## src/logic/wct_map.svh

```systemverilog
// Purpose: Register offsets, field positions, reset value and response codes of the wide counter.
// Assumes: AXI4-Lite byte addresses, one 32-bit word per register.
// Notes: Printed offsets 0x1..0xa are indices; the byte address is four times the index.
`ifndef WCT_MAP_SVH
`define WCT_MAP_SVH

`define WCT_IDX_MODE 4'h1
`define WCT_IDX_CTRL 4'h2
`define WCT_IDX_SYNC 4'h3
`define WCT_IDX_RELOAD_LO 4'h4
`define WCT_IDX_RELOAD_HI 4'h5
`define WCT_IDX_CAPT_LO 4'h6
`define WCT_IDX_CAPT_HI 4'h7
`define WCT_IDX_IRQ_STAT 4'h8
`define WCT_IDX_IRQ_MASK 4'h9
`define WCT_IDX_PORT_OUT 4'ha

`define WCT_MODE_DEMOD 7
`define WCT_MODE_INIT_LVL 0
`define WCT_MODE_FORCE_HI 3
`define WCT_MODE_FORCE_LO 2
`define WCT_MODE_EDGE_HI 5
`define WCT_MODE_EDGE_LO 4
`define WCT_MODE_PINGPONG 1

`define WCT_CTRL_RUN 7
`define WCT_CTRL_ONESHOT 6
`define WCT_CTRL_TIMEOUT 5
`define WCT_CTRL_PRESC_HI 4
`define WCT_CTRL_PRESC_LO 3
`define WCT_CTRL_CAPT_IE 2
`define WCT_CTRL_EXPIRY_IE 1
`define WCT_CTRL_PIN35 0

`define WCT_SYNC_WIDE_EN 7
`define WCT_SYNC_NARROW_EN 6
`define WCT_SYNC_MODE 5

`define WCT_IRQ_EXPIRY 0
`define WCT_IRQ_CAPTURE 1

`define WCT_RESET_BYTE 8'h00
`define WCT_RESP_OKAY 2'b00
`define WCT_RESP_SLVERR 2'b10

`endif

```

## src/logic/wct_pkg.sv

```systemverilog
// Purpose: Types shared by the wide counter files.
// Assumes: Nothing beyond the map header.
// Notes: Offsets and field positions live in wct_map.svh.
package wct_pkg;
    typedef enum logic [1:0] {
        WCT_IDLE = 2'b00,
        WCT_RUN = 2'b01,
        WCT_WAIT_EDGE = 2'b10,
        WCT_HALT = 2'b11
    } wct_state_t;
endpackage

```

## src/logic/wct_prescaler.sv

```systemverilog
// Purpose: Makes the counting tick of the wide counter from the system clock.
// Assumes: Select 0..3 divides by 1, 2, 4 or 8.
// Notes: The divider restarts when the counter is stopped so the first tick has full length.
`timescale 1ns/10ps
module wct_prescaler
(
    input wire logic clk_sys_i,
    input wire logic rst_i,
    input wire logic run_i,
    input wire logic [1:0] sel_i,
    output logic tick_o
);
    logic [2:0] div_reg;
    logic [2:0] div_next;
    logic [2:0] mask;

    always_comb
    begin
        mask = 3'h0;
        case (sel_i)
            2'b00: mask = 3'h0;
            2'b01: mask = 3'h1;
            2'b10: mask = 3'h3;
            default: mask = 3'h7;
        endcase
        div_next = run_i ? 3'(div_reg + 3'h1) : 3'h0;
        tick_o = run_i && ((div_reg & mask) == mask);
    end

    always_ff @(posedge clk_sys_i)
    begin
        if (rst_i)
        begin
            div_reg <= 3'h0;
        end
        else
        begin
            div_reg <= div_next;
        end
    end
endmodule

```

## src/logic/wct_top.sv

```systemverilog
// Purpose: Sixteen-bit down counter with reload, capture, flags and output wave.
// Assumes: Registers over AXI4-Lite; pins sampled by two flip-flops.
// Notes: The narrow counter lives elsewhere; only its enable bit is kept here.
// How it works
// - Counter runs only while run enable is 1; reading shows enabled state.
// - Transmit mode: one-shot 0 reloads at terminal count, 1 stops.
// - Demodulation: one-shot 0 captures on every edge, 1 only the first.
// - Terminal count sets timeout flag; writing 1 clears it, 0 keeps it.
// - Prescale select chooses the counting clock rate.
// - Capture interrupt allow bit requests interrupt on each capture.
// - Expiry interrupt allow bit requests interrupt on each timeout.
// - Pin 35 shows port value or counter wave, chosen by select bit.
// - Shared register: wide enable bit 7, narrow bit 6, sync bit 5.
// - A wrap from 0 to FFFFh is never a timeout.
// - Disabled in normal or alternating mode, output is inverse of initial level.
// - Output control 10 or 11 forces a fixed output level always.
// - On enable load high byte times 256 plus low byte; set initial level.
// - Reaching 0 toggles output, may interrupt, and sets timeout status.
// - After 0, one-shot halts in transmit mode; auto-reload and demodulation reload and keep counting.
// - Reload bytes accept writes anytime; used only at the next load.
//
// Our own choice: the AXI4-Lite interface to the registers.
`timescale 1ns/10ps
`include "wct_map.svh"
module wct_top
(
    input wire logic clk_sys_i,
    input wire logic rst_i,
    input wire logic [31:0] s_axi_awaddr,
    input wire logic s_axi_awvalid,
    output logic s_axi_awready,
    input wire logic [31:0] s_axi_wdata,
    input wire logic [3:0] s_axi_wstrb,
    input wire logic s_axi_wvalid,
    output logic s_axi_wready,
    output logic [1:0] s_axi_bresp,
    output logic s_axi_bvalid,
    input wire logic s_axi_bready,
    input wire logic [31:0] s_axi_araddr,
    input wire logic s_axi_arvalid,
    output logic s_axi_arready,
    output logic [31:0] s_axi_rdata,
    output logic [1:0] s_axi_rresp,
    output logic s_axi_rvalid,
    input wire logic s_axi_rready,
    input wire logic demod_pin_i,
    output logic pin35_o,
    output logic wave_o,
    output logic narrow_enable_o,
    output logic sync_mode_o,
    output logic irq_o
);
    logic [7:0] mode_reg, mode_next;
    logic [7:0] ctrl_reg, ctrl_next;
    logic [7:0] sync_reg, sync_next;
    logic [7:0] rld_lo_reg, rld_lo_next;
    logic [7:0] rld_hi_reg, rld_hi_next;
    logic [7:0] cap_lo_reg, cap_lo_next;
    logic [7:0] cap_hi_reg, cap_hi_next;
    logic [1:0] stat_reg, stat_next;
    logic [1:0] mask_reg, mask_next;
    logic port_reg, port_next;
    logic [15:0] cnt_reg, cnt_next;
    logic wave_reg, wave_next;
    logic pin35_reg, pin35_next;
    wct_pkg::wct_state_t st_reg, st_next;
    logic [1:0] pin_sync_reg;
    logic pin_prev_reg;
    logic aw_hold_reg, aw_hold_next;
    logic w_hold_reg, w_hold_next;
    logic [31:0] awaddr_reg, awaddr_next;
    logic [31:0] wdata_reg, wdata_next;
    logic [3:0] wstrb_reg, wstrb_next;
    logic bvalid_reg, bvalid_next;
    logic [1:0] bresp_reg, bresp_next;
    logic rvalid_reg, rvalid_next;
    logic [31:0] rdata_reg, rdata_next;
    logic [1:0] rresp_reg, rresp_next;
    logic tick;
    logic run;
    logic wr_go;
    logic rd_go;
    logic [3:0] wr_idx;
    logic edge_seen;
    logic timeout_ev;
    logic capture_ev;
    logic en_rise;
    logic pin_now;

    // Decodes a byte address into a register index; high bits must be zero.
    function automatic logic [4:0] wct_decode(input logic [31:0] addr);
        wct_decode = (addr[31:6] == 26'h0) ? {1'b1, addr[5:2]} : 5'h00;
    endfunction

    function automatic logic [7:0] wct_merge(input logic [7:0] old, input logic [31:0] d,
                                             input logic [3:0] s);
        wct_merge = s[0] ? d[7:0] : old;
    endfunction

    // The shared and local enable are one bit seen from two registers.
    assign run = ctrl_reg[`WCT_CTRL_RUN];
    assign pin_now = pin_sync_reg[1];
    assign wr_go = (aw_hold_reg || s_axi_awvalid) && (w_hold_reg || s_axi_wvalid) && !bvalid_reg;
    assign rd_go = s_axi_arvalid && !rvalid_reg;
    assign s_axi_awready = !aw_hold_reg && !bvalid_reg;
    assign s_axi_wready = !w_hold_reg && !bvalid_reg;
    assign s_axi_arready = !rvalid_reg;
    assign s_axi_bvalid = bvalid_reg;
    assign s_axi_bresp = bresp_reg;
    assign s_axi_rvalid = rvalid_reg;
    assign s_axi_rdata = rdata_reg;
    assign s_axi_rresp = rresp_reg;

    wct_prescaler u_presc
    (
        .clk_sys_i(clk_sys_i),
        .rst_i(rst_i),
        .run_i(run),
        .sel_i(ctrl_reg[`WCT_CTRL_PRESC_HI:`WCT_CTRL_PRESC_LO]),
        .tick_o(tick)
    );

    always_comb
    begin
        logic [4:0] dec;
        logic [31:0] wd;
        logic [3:0] ws;
        dec = 5'h00;
        wd = 32'h0;
        ws = 4'h0;
        aw_hold_next = aw_hold_reg;
        w_hold_next = w_hold_reg;
        awaddr_next = awaddr_reg;
        wdata_next = wdata_reg;
        wstrb_next = wstrb_reg;
        bvalid_next = bvalid_reg && !s_axi_bready;
        bresp_next = bresp_reg;
        rvalid_next = rvalid_reg && !s_axi_rready;
        rdata_next = rdata_reg;
        rresp_next = rresp_reg;
        wr_idx = 4'h0;
        if (s_axi_awvalid && s_axi_awready && !wr_go)
        begin
            aw_hold_next = 1'b1;
            awaddr_next = s_axi_awaddr;
        end
        if (s_axi_wvalid && s_axi_wready && !wr_go)
        begin
            w_hold_next = 1'b1;
            wdata_next = s_axi_wdata;
            wstrb_next = s_axi_wstrb;
        end
        if (wr_go)
        begin
            dec = wct_decode(aw_hold_reg ? awaddr_reg : s_axi_awaddr);
            wd = w_hold_reg ? wdata_reg : s_axi_wdata;
            ws = w_hold_reg ? wstrb_reg : s_axi_wstrb;
            aw_hold_next = 1'b0;
            w_hold_next = 1'b0;
            bvalid_next = 1'b1;
            bresp_next = (dec[4] && dec[3:0] >= `WCT_IDX_MODE && dec[3:0] <= `WCT_IDX_PORT_OUT)
                ? `WCT_RESP_OKAY : `WCT_RESP_SLVERR;
            wr_idx = (bresp_next == `WCT_RESP_OKAY && ws[0]) ? dec[3:0] : 4'h0;
            wdata_next = wd;
        end
        if (rd_go)
        begin
            dec = wct_decode(s_axi_araddr);
            rvalid_next = 1'b1;
            rresp_next = `WCT_RESP_OKAY;
            rdata_next = 32'h0;
            case (dec)
                {1'b1, `WCT_IDX_MODE}: rdata_next[7:0] = mode_reg;
                {1'b1, `WCT_IDX_CTRL}: rdata_next[7:0] = ctrl_reg;
                {1'b1, `WCT_IDX_SYNC}: rdata_next[7:0] = sync_reg;
                {1'b1, `WCT_IDX_RELOAD_LO}: rdata_next[7:0] = rld_lo_reg;
                {1'b1, `WCT_IDX_RELOAD_HI}: rdata_next[7:0] = rld_hi_reg;
                {1'b1, `WCT_IDX_CAPT_LO}: rdata_next[7:0] = cap_lo_reg;
                {1'b1, `WCT_IDX_CAPT_HI}: rdata_next[7:0] = cap_hi_reg;
                {1'b1, `WCT_IDX_IRQ_STAT}: rdata_next[1:0] = stat_reg;
                {1'b1, `WCT_IDX_IRQ_MASK}: rdata_next[1:0] = mask_reg;
                {1'b1, `WCT_IDX_PORT_OUT}: rdata_next[0] = port_reg;
                default: rresp_next = `WCT_RESP_SLVERR;
            endcase
        end
    end

    always_comb
    begin
        logic [7:0] wb;
        logic nxt_run;
        wb = wdata_next[7:0];
        mode_next = mode_reg;
        ctrl_next = ctrl_reg;
        sync_next = sync_reg;
        rld_lo_next = rld_lo_reg;
        rld_hi_next = rld_hi_reg;
        port_next = port_reg;
        mask_next = mask_reg;
        stat_next = stat_reg;
        cap_lo_next = cap_lo_reg;
        cap_hi_next = cap_hi_reg;
        cnt_next = cnt_reg;
        wave_next = wave_reg;
        st_next = st_reg;
        timeout_ev = 1'b0;
        capture_ev = 1'b0;
        edge_seen = 1'b0;
        case (mode_reg[`WCT_MODE_EDGE_HI:`WCT_MODE_EDGE_LO])
            2'b00: edge_seen = pin_prev_reg && !pin_now;
            2'b01: edge_seen = !pin_prev_reg && pin_now;
            2'b10: edge_seen = pin_prev_reg != pin_now;
            default: edge_seen = 1'b0;
        endcase
        case (wr_idx)
            `WCT_IDX_MODE: mode_next = wb;
            `WCT_IDX_CTRL:
            begin
                ctrl_next = {wb[7:6], ctrl_reg[`WCT_CTRL_TIMEOUT], wb[4:0]};
                if (wb[`WCT_CTRL_TIMEOUT])
                begin
                    ctrl_next[`WCT_CTRL_TIMEOUT] = 1'b0;
                end
            end
            `WCT_IDX_SYNC:
            begin
                sync_next = {wb[7:5], 5'h00};
                ctrl_next[`WCT_CTRL_RUN] = wb[`WCT_SYNC_WIDE_EN];
            end
            `WCT_IDX_RELOAD_LO: rld_lo_next = wb;
            `WCT_IDX_RELOAD_HI: rld_hi_next = wb;
            `WCT_IDX_IRQ_STAT: stat_next = stat_reg & ~wb[1:0];
            `WCT_IDX_IRQ_MASK: mask_next = wb[1:0];
            `WCT_IDX_PORT_OUT: port_next = wb[0];
            default: mode_next = mode_reg;
        endcase
        nxt_run = ctrl_next[`WCT_CTRL_RUN];
        sync_next[`WCT_SYNC_WIDE_EN] = nxt_run;
        case (st_reg)
            wct_pkg::WCT_IDLE:
            begin
                if (nxt_run)
                begin
                    cnt_next = {rld_hi_reg, rld_lo_reg};
                    wave_next = mode_reg[`WCT_MODE_INIT_LVL];
                    st_next = mode_reg[`WCT_MODE_DEMOD] ? wct_pkg::WCT_WAIT_EDGE
                                                        : wct_pkg::WCT_RUN;
                end
            end
            wct_pkg::WCT_RUN:
            begin
                if (mode_reg[`WCT_MODE_DEMOD] && edge_seen)
                begin
                    capture_ev = 1'b1;
                    cap_lo_next = ~cnt_reg[7:0];
                    cap_hi_next = ~cnt_reg[15:8];
                    cnt_next = {rld_hi_reg, rld_lo_reg};
                    if (ctrl_reg[`WCT_CTRL_ONESHOT])
                    begin
                        st_next = wct_pkg::WCT_HALT;
                    end
                end
                else if (tick && cnt_reg != 16'h0)
                begin
                    cnt_next = cnt_reg - 16'h1;
                    if (cnt_reg == 16'h1)
                    begin
                        timeout_ev = 1'b1;
                        wave_next = !wave_reg;
                    end
                end
                else if (tick)
                begin
                    // A zero count reloads, or halts in one-shot transmit mode, instead of wrapping to FFFFh.
                    if (ctrl_reg[`WCT_CTRL_ONESHOT] && !mode_reg[`WCT_MODE_DEMOD])
                    begin
                        st_next = wct_pkg::WCT_HALT;
                    end
                    else
                    begin
                        cnt_next = {rld_hi_reg, rld_lo_reg};
                    end
                end
            end
            wct_pkg::WCT_WAIT_EDGE:
            begin
                if (edge_seen)
                begin
                    st_next = wct_pkg::WCT_RUN;
                end
            end
            default: st_next = st_reg;
        endcase
        if (!nxt_run)
        begin
            st_next = wct_pkg::WCT_IDLE;
        end
        if (timeout_ev)
        begin
            ctrl_next[`WCT_CTRL_TIMEOUT] = 1'b1;
            stat_next[`WCT_IRQ_EXPIRY] = 1'b1;
        end
        if (capture_ev)
        begin
            stat_next[`WCT_IRQ_CAPTURE] = 1'b1;
        end
    end

    always_comb
    begin
        logic w;
        w = wave_reg;
        if (mode_reg[`WCT_MODE_FORCE_HI])
        begin
            w = mode_reg[`WCT_MODE_FORCE_LO];
        end
        else if (!run)
        begin
            w = !mode_reg[`WCT_MODE_INIT_LVL];
        end
        pin35_next = ctrl_reg[`WCT_CTRL_PIN35] ? w : port_reg;
        wave_o = w;
    end

    always_ff @(posedge clk_sys_i)
    begin
        if (rst_i)
        begin
            mode_reg <= `WCT_RESET_BYTE;
            ctrl_reg <= `WCT_RESET_BYTE;
            sync_reg <= `WCT_RESET_BYTE;
            rld_lo_reg <= `WCT_RESET_BYTE;
            rld_hi_reg <= `WCT_RESET_BYTE;
            cap_lo_reg <= `WCT_RESET_BYTE;
            cap_hi_reg <= `WCT_RESET_BYTE;
            stat_reg <= 2'h0;
            mask_reg <= 2'h0;
            port_reg <= 1'b0;
            cnt_reg <= 16'h0;
            wave_reg <= 1'b0;
            pin35_reg <= 1'b0;
            st_reg <= wct_pkg::WCT_IDLE;
            pin_sync_reg <= 2'h0;
            pin_prev_reg <= 1'b0;
            aw_hold_reg <= 1'b0;
            w_hold_reg <= 1'b0;
            awaddr_reg <= 32'h0;
            wdata_reg <= 32'h0;
            wstrb_reg <= 4'h0;
            bvalid_reg <= 1'b0;
            bresp_reg <= 2'h0;
            rvalid_reg <= 1'b0;
            rdata_reg <= 32'h0;
            rresp_reg <= 2'h0;
        end
        else
        begin
            mode_reg <= mode_next;
            ctrl_reg <= ctrl_next;
            sync_reg <= sync_next;
            rld_lo_reg <= rld_lo_next;
            rld_hi_reg <= rld_hi_next;
            cap_lo_reg <= cap_lo_next;
            cap_hi_reg <= cap_hi_next;
            stat_reg <= stat_next;
            mask_reg <= mask_next;
            port_reg <= port_next;
            cnt_reg <= cnt_next;
            wave_reg <= wave_next;
            pin35_reg <= pin35_next;
            st_reg <= st_next;
            pin_sync_reg <= {pin_sync_reg[0], demod_pin_i};
            pin_prev_reg <= pin_sync_reg[1];
            aw_hold_reg <= aw_hold_next;
            w_hold_reg <= w_hold_next;
            awaddr_reg <= awaddr_next;
            wdata_reg <= wdata_next;
            wstrb_reg <= wstrb_next;
            bvalid_reg <= bvalid_next;
            bresp_reg <= bresp_next;
            rvalid_reg <= rvalid_next;
            rdata_reg <= rdata_next;
            rresp_reg <= rresp_next;
        end
    end

    assign pin35_o = pin35_reg;
    assign narrow_enable_o = sync_reg[`WCT_SYNC_NARROW_EN];
    assign sync_mode_o = sync_reg[`WCT_SYNC_MODE];
    // Capture and expiry requests pass only where both mask and allow bit agree.
    assign irq_o = (stat_reg[`WCT_IRQ_EXPIRY] && mask_reg[`WCT_IRQ_EXPIRY]
                    && ctrl_reg[`WCT_CTRL_EXPIRY_IE])
                || (stat_reg[`WCT_IRQ_CAPTURE] && mask_reg[`WCT_IRQ_CAPTURE]
                    && ctrl_reg[`WCT_CTRL_CAPT_IE]);
endmodule

```

## config.mk

```make
export PLATFORM = sky130hd
export DESIGN_NAME = wct_top
export DESIGN_NICKNAME = d
export VERILOG_FILES = /design/src/logic/wct_pkg.sv /design/src/logic/wct_prescaler.sv /design/src/logic/wct_top.sv
export VERILOG_INCLUDE_DIRS = /design/src /design/src/logic
export SDC_FILE = /design/constraint.sdc
export NUM_CORES = 1
export LEC_CHECK = 0
export BUFFER_PORTS_ARGS = -buffer_cell sky130_fd_sc_hd__buf_2
export CORE_AREA = 4 4 122 124
export DETAILED_ROUTE_END_ITERATION = 12
export DIE_AREA = 0 0 126 128
export PLACE_DENSITY_LB_ADDON = 0.2
export SETUP_SLACK_MARGIN = 0.3
export SLEW_MARGIN = 40
export SYNTH_ARGS = -nofsm -noshare
export SYNTH_HDL_FRONTEND = slang
export SYNTH_SLANG_ARGS = --single-unit
```

## constraint.sdc

```tcl
create_clock -name clk_sys_i -period 2.45 [get_ports clk_sys_i]
set_input_delay 0.3675 -clock clk_sys_i [delete_from_list [all_inputs] [get_ports clk_sys_i]]
set_output_delay 0.3675 -clock clk_sys_i [all_outputs]
set_load 0.02 [all_outputs]
```

======== Word level (Yosys, flattened, before mapping) ========
Cells that the tools add are included.
Widths: inputs -> output; s select.
operators by class
  equality and inequality tests ........... 38
  multiplexer cells ....................... 53
  add/sub/neg operators ................... 2
  $lt $le $gt $ge ......................... 2
  reduce and logical (&&, ||, !) cells .... 62
  bitwise operators ....................... 7
operator list
  operator               count
  $mux 16                5
  $logic_not 26->1       2
  $eq 5x5->1 const B     10
  $pmux 6 s7             1
  $mux 32                1
  $pmux 16 s2            1
  $logic_and 1x1->1      24
  $mux 8                 3
  $mux 1                 21
  $mux 2                 10
  $eq 16x1->1 const B    1
  $not 8->8              2
  $reduce_bool 16->1     1
  $sub 16x1->16 const B  1
  $eq 4x4->1 const B     3
  $logic_not 1->1        12
  $ne 3x3->1 const B     4
  $mux 5                 2
  $ne 2x2->1 const B     5
  $reduce_bool 2->1      5
  $reduce_or 10->1       1
  $pmux 1 s9             1
  $pmux 3 s3             1
  $eq 4x2->1 const B     2
  other kinds (28)       45
storage, ports and cells
  register bits after elaboration ......... 138
  output and inout port bits .............. 46

======== Longest topological paths before layout ========
  depth after elaboration ................. 16
  depth in mapped cells ................... 11
  gate-level depth less buffers ........... 9

======== Cells and area by module ========
A second synthesis with hierarchy kept.
second synthesis, totals
  cell total of the unflattened synthesis .. 806
  area, all modules ....................... 6707.7 µm²
modules (own cells, without submodules)
  module         cells each  times used  seq. area each (µm²)  area an instance (µm²)
  wct_top        791         1           2622.5                6582.6
  wct_prescaler  15          1           60.1                  125.1

======== Worst setup path after synthesis ========
OpenSTA, ideal clock, no wires.
  path type ............................... input port to flip-flop
  start ................................... in s_axi_awaddr[15]
  end ..................................... reg rld_lo_reg[3]
  data required time ...................... 2.334 ns
  setup time .............................. 0.116 ns
  arrival ................................. 2.229 ns
  slack ................................... 0.106 ns
  buffers on the path ..................... 1
  stages on the path ...................... 7
  path through ............................ nor4_1 nand4_1 nor4_2 o211ai_1 or4_1 buf_2 a31o_1
on the way
  cells in the longest elaborated chain, start to end .. 12
ends and longest elaborated chain
  what                                              RTL line        source
  from (decl)                                       wct_top.sv:29   input wire logic [31:0] s_axi_awaddr,
  $mux 32 (*)                                       wct_top.sv:155  dec = wct_decode(aw_hold_reg ? awaddr_reg : s_axi_awaddr);
  $logic_not 26->1 (*)                              wct_top.sv:92   wct_decode = (addr[31:6] == 26'h0) ? {1'b1, addr[5:2]} : 5'h00;
  $mux 5 (*)                                        wct_top.sv:92
  $ge 4x1->1 (no source line)                       n/a
  $logic_and 1x1->1 (no source line) (2 in series)  n/a
  $mux 2 (no source line)                           n/a
  $logic_not 2->1 (no source line)                  n/a
  $logic_and 1x1->1                                 wct_top.sv:163  wr_idx = (bresp_next == `WCT_RESP_OKAY && ws[0]) ? dec[3:0] : 4'h0;
  $mux 4 (*)                                        wct_top.sv:163
  $mux 4 (*)                                        wct_top.sv:153  if (wr_go)
  $eq 4x3->1 (*)                                    wct_top.sv:215  case (wr_idx)
  to (signal assigned)                              wct_top.sv:332  rld_lo_reg <= `WCT_RESET_BYTE;
  to (signal assigned)                              wct_top.sv:361  rld_lo_reg <= rld_lo_next;
  to (decl)                                         wct_top.sv:56   logic [7:0] rld_lo_reg, rld_lo_next;
Mark *: on every way between the ends. The rest lies on a longest branch, timed or not.
A chain may end at the register's enable or synchronous reset.

======== Final worst setup path ========
  start ................................... reg aw_hold_reg
  end ..................................... reg rld_lo_reg[0]
on the way
  cells in the longest elaborated chain, start to end .. 12
ends and longest elaborated chain
  what                                              RTL line        source
  from (decl)                                       wct_top.sv:69   logic aw_hold_reg, aw_hold_next;
  from (signal assigned)                            wct_top.sv:374  aw_hold_reg <= aw_hold_next;
  $mux 32                                           wct_top.sv:155
  $logic_not 26->1                                  wct_top.sv:92
  $mux 5                                            wct_top.sv:92
  $ge 4x1->1 (no source line)                       n/a
  $logic_and 1x1->1 (no source line) (2 in series)  n/a
  $mux 2 (no source line)                           n/a
  $logic_not 2->1 (no source line)                  n/a
  $logic_and 1x1->1                                 wct_top.sv:163
  $mux 4                                            wct_top.sv:163
  $mux 4                                            wct_top.sv:153
  $eq 4x3->1                                        wct_top.sv:215
Several ways; a longest one is shown, not always the timed one.

==> metrics.md <==
| Metric | Value |
|---|---|
| Via/cell ratio | `roughly 5.6` |
| Final Cycle Share | `95.43%` |
| Gpl congestion | `between 0.8 and 0.9` |
| Post-Route WL | `just over 20000 um` |
| Area Overhead vs Synth | `37.24%` |
| Clock Tree Buf Depth | `2` |
| Critical path required time | `approximately 2.7 ns` |
| Synth cell count leaders | `dfxtp_1 (134), nand2_1 (114), nor2_1 (108)` |
| Final Skew | `slightly above 0.009 ns` |
| Hold Fails Final Rpt | `0` |
| Max reg flops | `30` |
| RSZ-0062 raised after global routing | `yes` |
| Clock sink total | `134` |
| Most used DFF post-synth | `dfxtp_1` |
| Largest net degree at the start of global routing | `110` |
| Period minus WS final | `around 2.3 ns` |
| Buffers on Ports | `96` |
| Die X | `around 130 um` |
| Final setup violation count | `0` |
| Top-count cell post-synth | `dfxtp_1` |
| Slew at the pin with the worst max-slew slack | `0.7403 ns` |
| Clock slew at reported path FFs | `approximately 0.06 ns` |
| GR Overflow Total | `0` |
| CP Capture Type | `register` |
| Yosys reg bits | `around 130` |
| Die area | `~16000 um^2` |
| Drt wl/cell | `around 17 um` |
| Crit-path cells | `nor4_4, nand2_1, o41ai_4, o211ai_1, buf_4, or4_4, mux2i_1, nor2_1` |
| Post-synth cell types | `66` |
| Drt pass-1 iters | `5` |
| Diodes inserted | `0` |
| Core ar. | `about 14000 um^2` |
| Initial antenna violation count | `0` |
| First-pass GRT wire length | `between 30000 and 40000 um` |
| Top-Level Pins | `154` |
| Hpwl dp | `13350 um` |
| Clk_lat worst skew | `approximately 0.42 ns` |
| PwrDens | `582.9 nW/um^2` |
| Status | `finished, final reports clean` |
| R2r endpoint | `rld_lo_reg[0]` |
| Worst Setup EP | `rld_lo_reg[0]` |
| Initial drt markers | `580` |
| Dpl ws | `-0.1118 ns` |
| R2r startpoint | `aw_hold_reg` |
| Setup slack after layout | `between 0.1 and 0.15 ns` |
| Max_cap viols | `0` |
| Ys async rst share | `0%` |
| # rows | `43` |
| Max Fclk | `~430 MHz` |
| Final setup TNS | `0 ns` |
| R2R Setup Slk | `0.11 ns` |
| Crit. Startpoint | `aw_hold_reg` |
| CTS tree | `done` |
| Vias in the first global route | `just over 6000` |
| Vias | `roughly 6600` |
| CP max FO | `7` |
| Critical path class | `reg -> reg` |
| GRT Overall Usage | `23.95%` |
| Worst Setup Start Kind | `register` |
| Relative slew slack | `between 50% and 60%` |
| Max VDD drop | `~490 uV` |
| Mapped Area | `between 6000 and 7000 um^2` |
| Share of post-route cells with drive strength above 1 | `around 33%` |
| R2r worst-path depth | `8` |
| Die height | `approximately 130 um` |
| Seq/Total Area, Yosys | `a little over 40%` |
| H-Tree Depth | `4` |
| Mapped Cells | `814` |
| Final Max Slew Viols | `0` |
| Arrival @ worst endpoint | `~2.6 ns` |
| Area leader, netlist | `dfxtp_1` |
| Slowest cell on the critical path | `or4_4` |
| Fillcell total | `around 1200` |
| Worst Hold Class | `in -> reg` |
| Post-synth top area share | `about two fifths` |
| Drt drc | `0` |
| Dominant cells by area after synthesis | `dfxtp_1 (40%), nand2_1 (6.4%), nor2_1 (6.1%)` |
| Post-route ant nets | `0` |
| Slowest cell delay on critical path | `approximately 0.48 ns` |
| Num CTS Buffers | `17` |
| Syn. warnings | `0` |
| Root Buffer | `clkbuf_16` |
| Leakage | `3.774 nW` |
| Syn_area_per_cell | `about 8.2 um^2` |
| Starting Density | `48.35%` |
| Fin nets | `roughly 1100` |
| Post-synth EDFFs | `0` |
## per-layer routing
metal	global-route usage, %	vias to the layer above	part of all wire, %
met3	5.542	50	7.1
met1	30.24	3096	43
met4	11.67	0	3.8
li1	-	3175	-
met5	0	-	0
met2	38.72	265	46
## stage by stage
step | hold WS (ns) | total power, mW | util [%] | instances | area (um^2)
global placement | 0.4244 | 2.771 | 55.40 | 1095 | 7630
CTS | 0.1218 | 5.320 | 62.78 | 1153 | 8647
global route | 0.1251 | 5.509 | 66.35 | 1167 | 9139
detailed placement | 0.4292 | 2.774 | 55.40 | 1095 | 7630
finish | 0.1308 | 5.327 | 66.35 | 1167 | 9139
floorplan | 0.4137 | 2.619 | - | 839 | 6862
## critical path, delay by kind of cell, from the launching register on
family,cells,cell delay (ns)
AO/OA/AOI/OAI,2,0.63
buffers and inverters,1,0.20
flip-flops,1,0.38
multiplexers,1,0.20
AND/OR/NAND/NOR,4,0.79
## worst min path at each step
stage	from	endpoint	slack [ns]	cells past startpoint
3_3_place_gp	pin_sync_reg[0]	pin_sync_reg[1]	0.42	1
5_1_grt	s_axi_rready	s_axi_rvalid	0.13	2
4_1_cts	s_axi_rready	s_axi_rvalid	0.12	2
3_5_place_dp	pin_sync_reg[0]	pin_sync_reg[1]	0.43	1
6_report	s_axi_rready	s_axi_rvalid	0.13	2
2_1_floorplan	pin_sync_reg[0]	pin_sync_reg[1]	0.41	1
## final cells by class
cell class	count	area, um^2	area share, %
clock buffers	21	450.4	4.929
flip-flops and latches	134	2691	29.45
inverters	24	90.09	0.9858
repair buffers	192	1414	15.47
multi-input cells	606	4138	45.28
clock inverters	10	130.1	1.424
well taps	180	225.2	2.464
## cell families (layout without fill, tap and decap cells)
logic type      Yosys count  in the layout  synth area share (%)
buf+inv                 100            247                 7.215
other cells               1             26               0.05632
flops                   134            134                 40.29
simple gates            335            336                 23.58
fa+ha+maj                 9              9                 1.691
compound gates          183            183                 18.04
mux                      50             50                 8.869
xor+xnor                  2              2                0.2631
## power breakdown
group          total, mW  switching (mW)  leakage [nW]  internal [mW]
clock network       2.54           0.931         0.282           1.61
registers           2.26          0.0358          1.09           2.23
logic              0.522           0.322          2.40          0.200
total               5.33            1.29          3.77           4.04
## cell usage in the layout (no fill, tap or decap), drive strengths merged, types with 4 or more instances in the layout
cell type / netlist / layout
buf: 37 / 191
dfxtp: 134 / 134
nand2: 114 / 114
nor2: 108 / 108
a21oi: 73 / 73
mux2i: 32 / 32
nor4: 30 / 30
o21ai: 30 / 30
conb: 1 / 26
inv: 24 / 24
clkbuf: 39 / 22
nand3: 18 / 18
nor3: 16 / 16
a211oi: 15 / 15
mux2: 12 / 12
nor2b: 10 / 10
o311ai: 10 / 10
ha: 9 / 9
o31ai: 9 / 9
nand2b: 7 / 7
nand4: 6 / 6
mux4: 6 / 6
a22o: 6 / 6
a22oi: 6 / 6
o211ai: 6 / 6
clkinv: 0 / 5
and3: 4 / 4
and2: 4 / 4
## what timing repair did
action	4_1_cts	5_1_grt
gates resized for setup	41	83
pin swaps	18	20
cloned	3	1
hold buffers	0	0
endpoints found under the setup margin	53	57
buffers inserted	24	13
hold endpoints to repair	0	0
No activity file was read; power rests on OpenSTA's default activity.
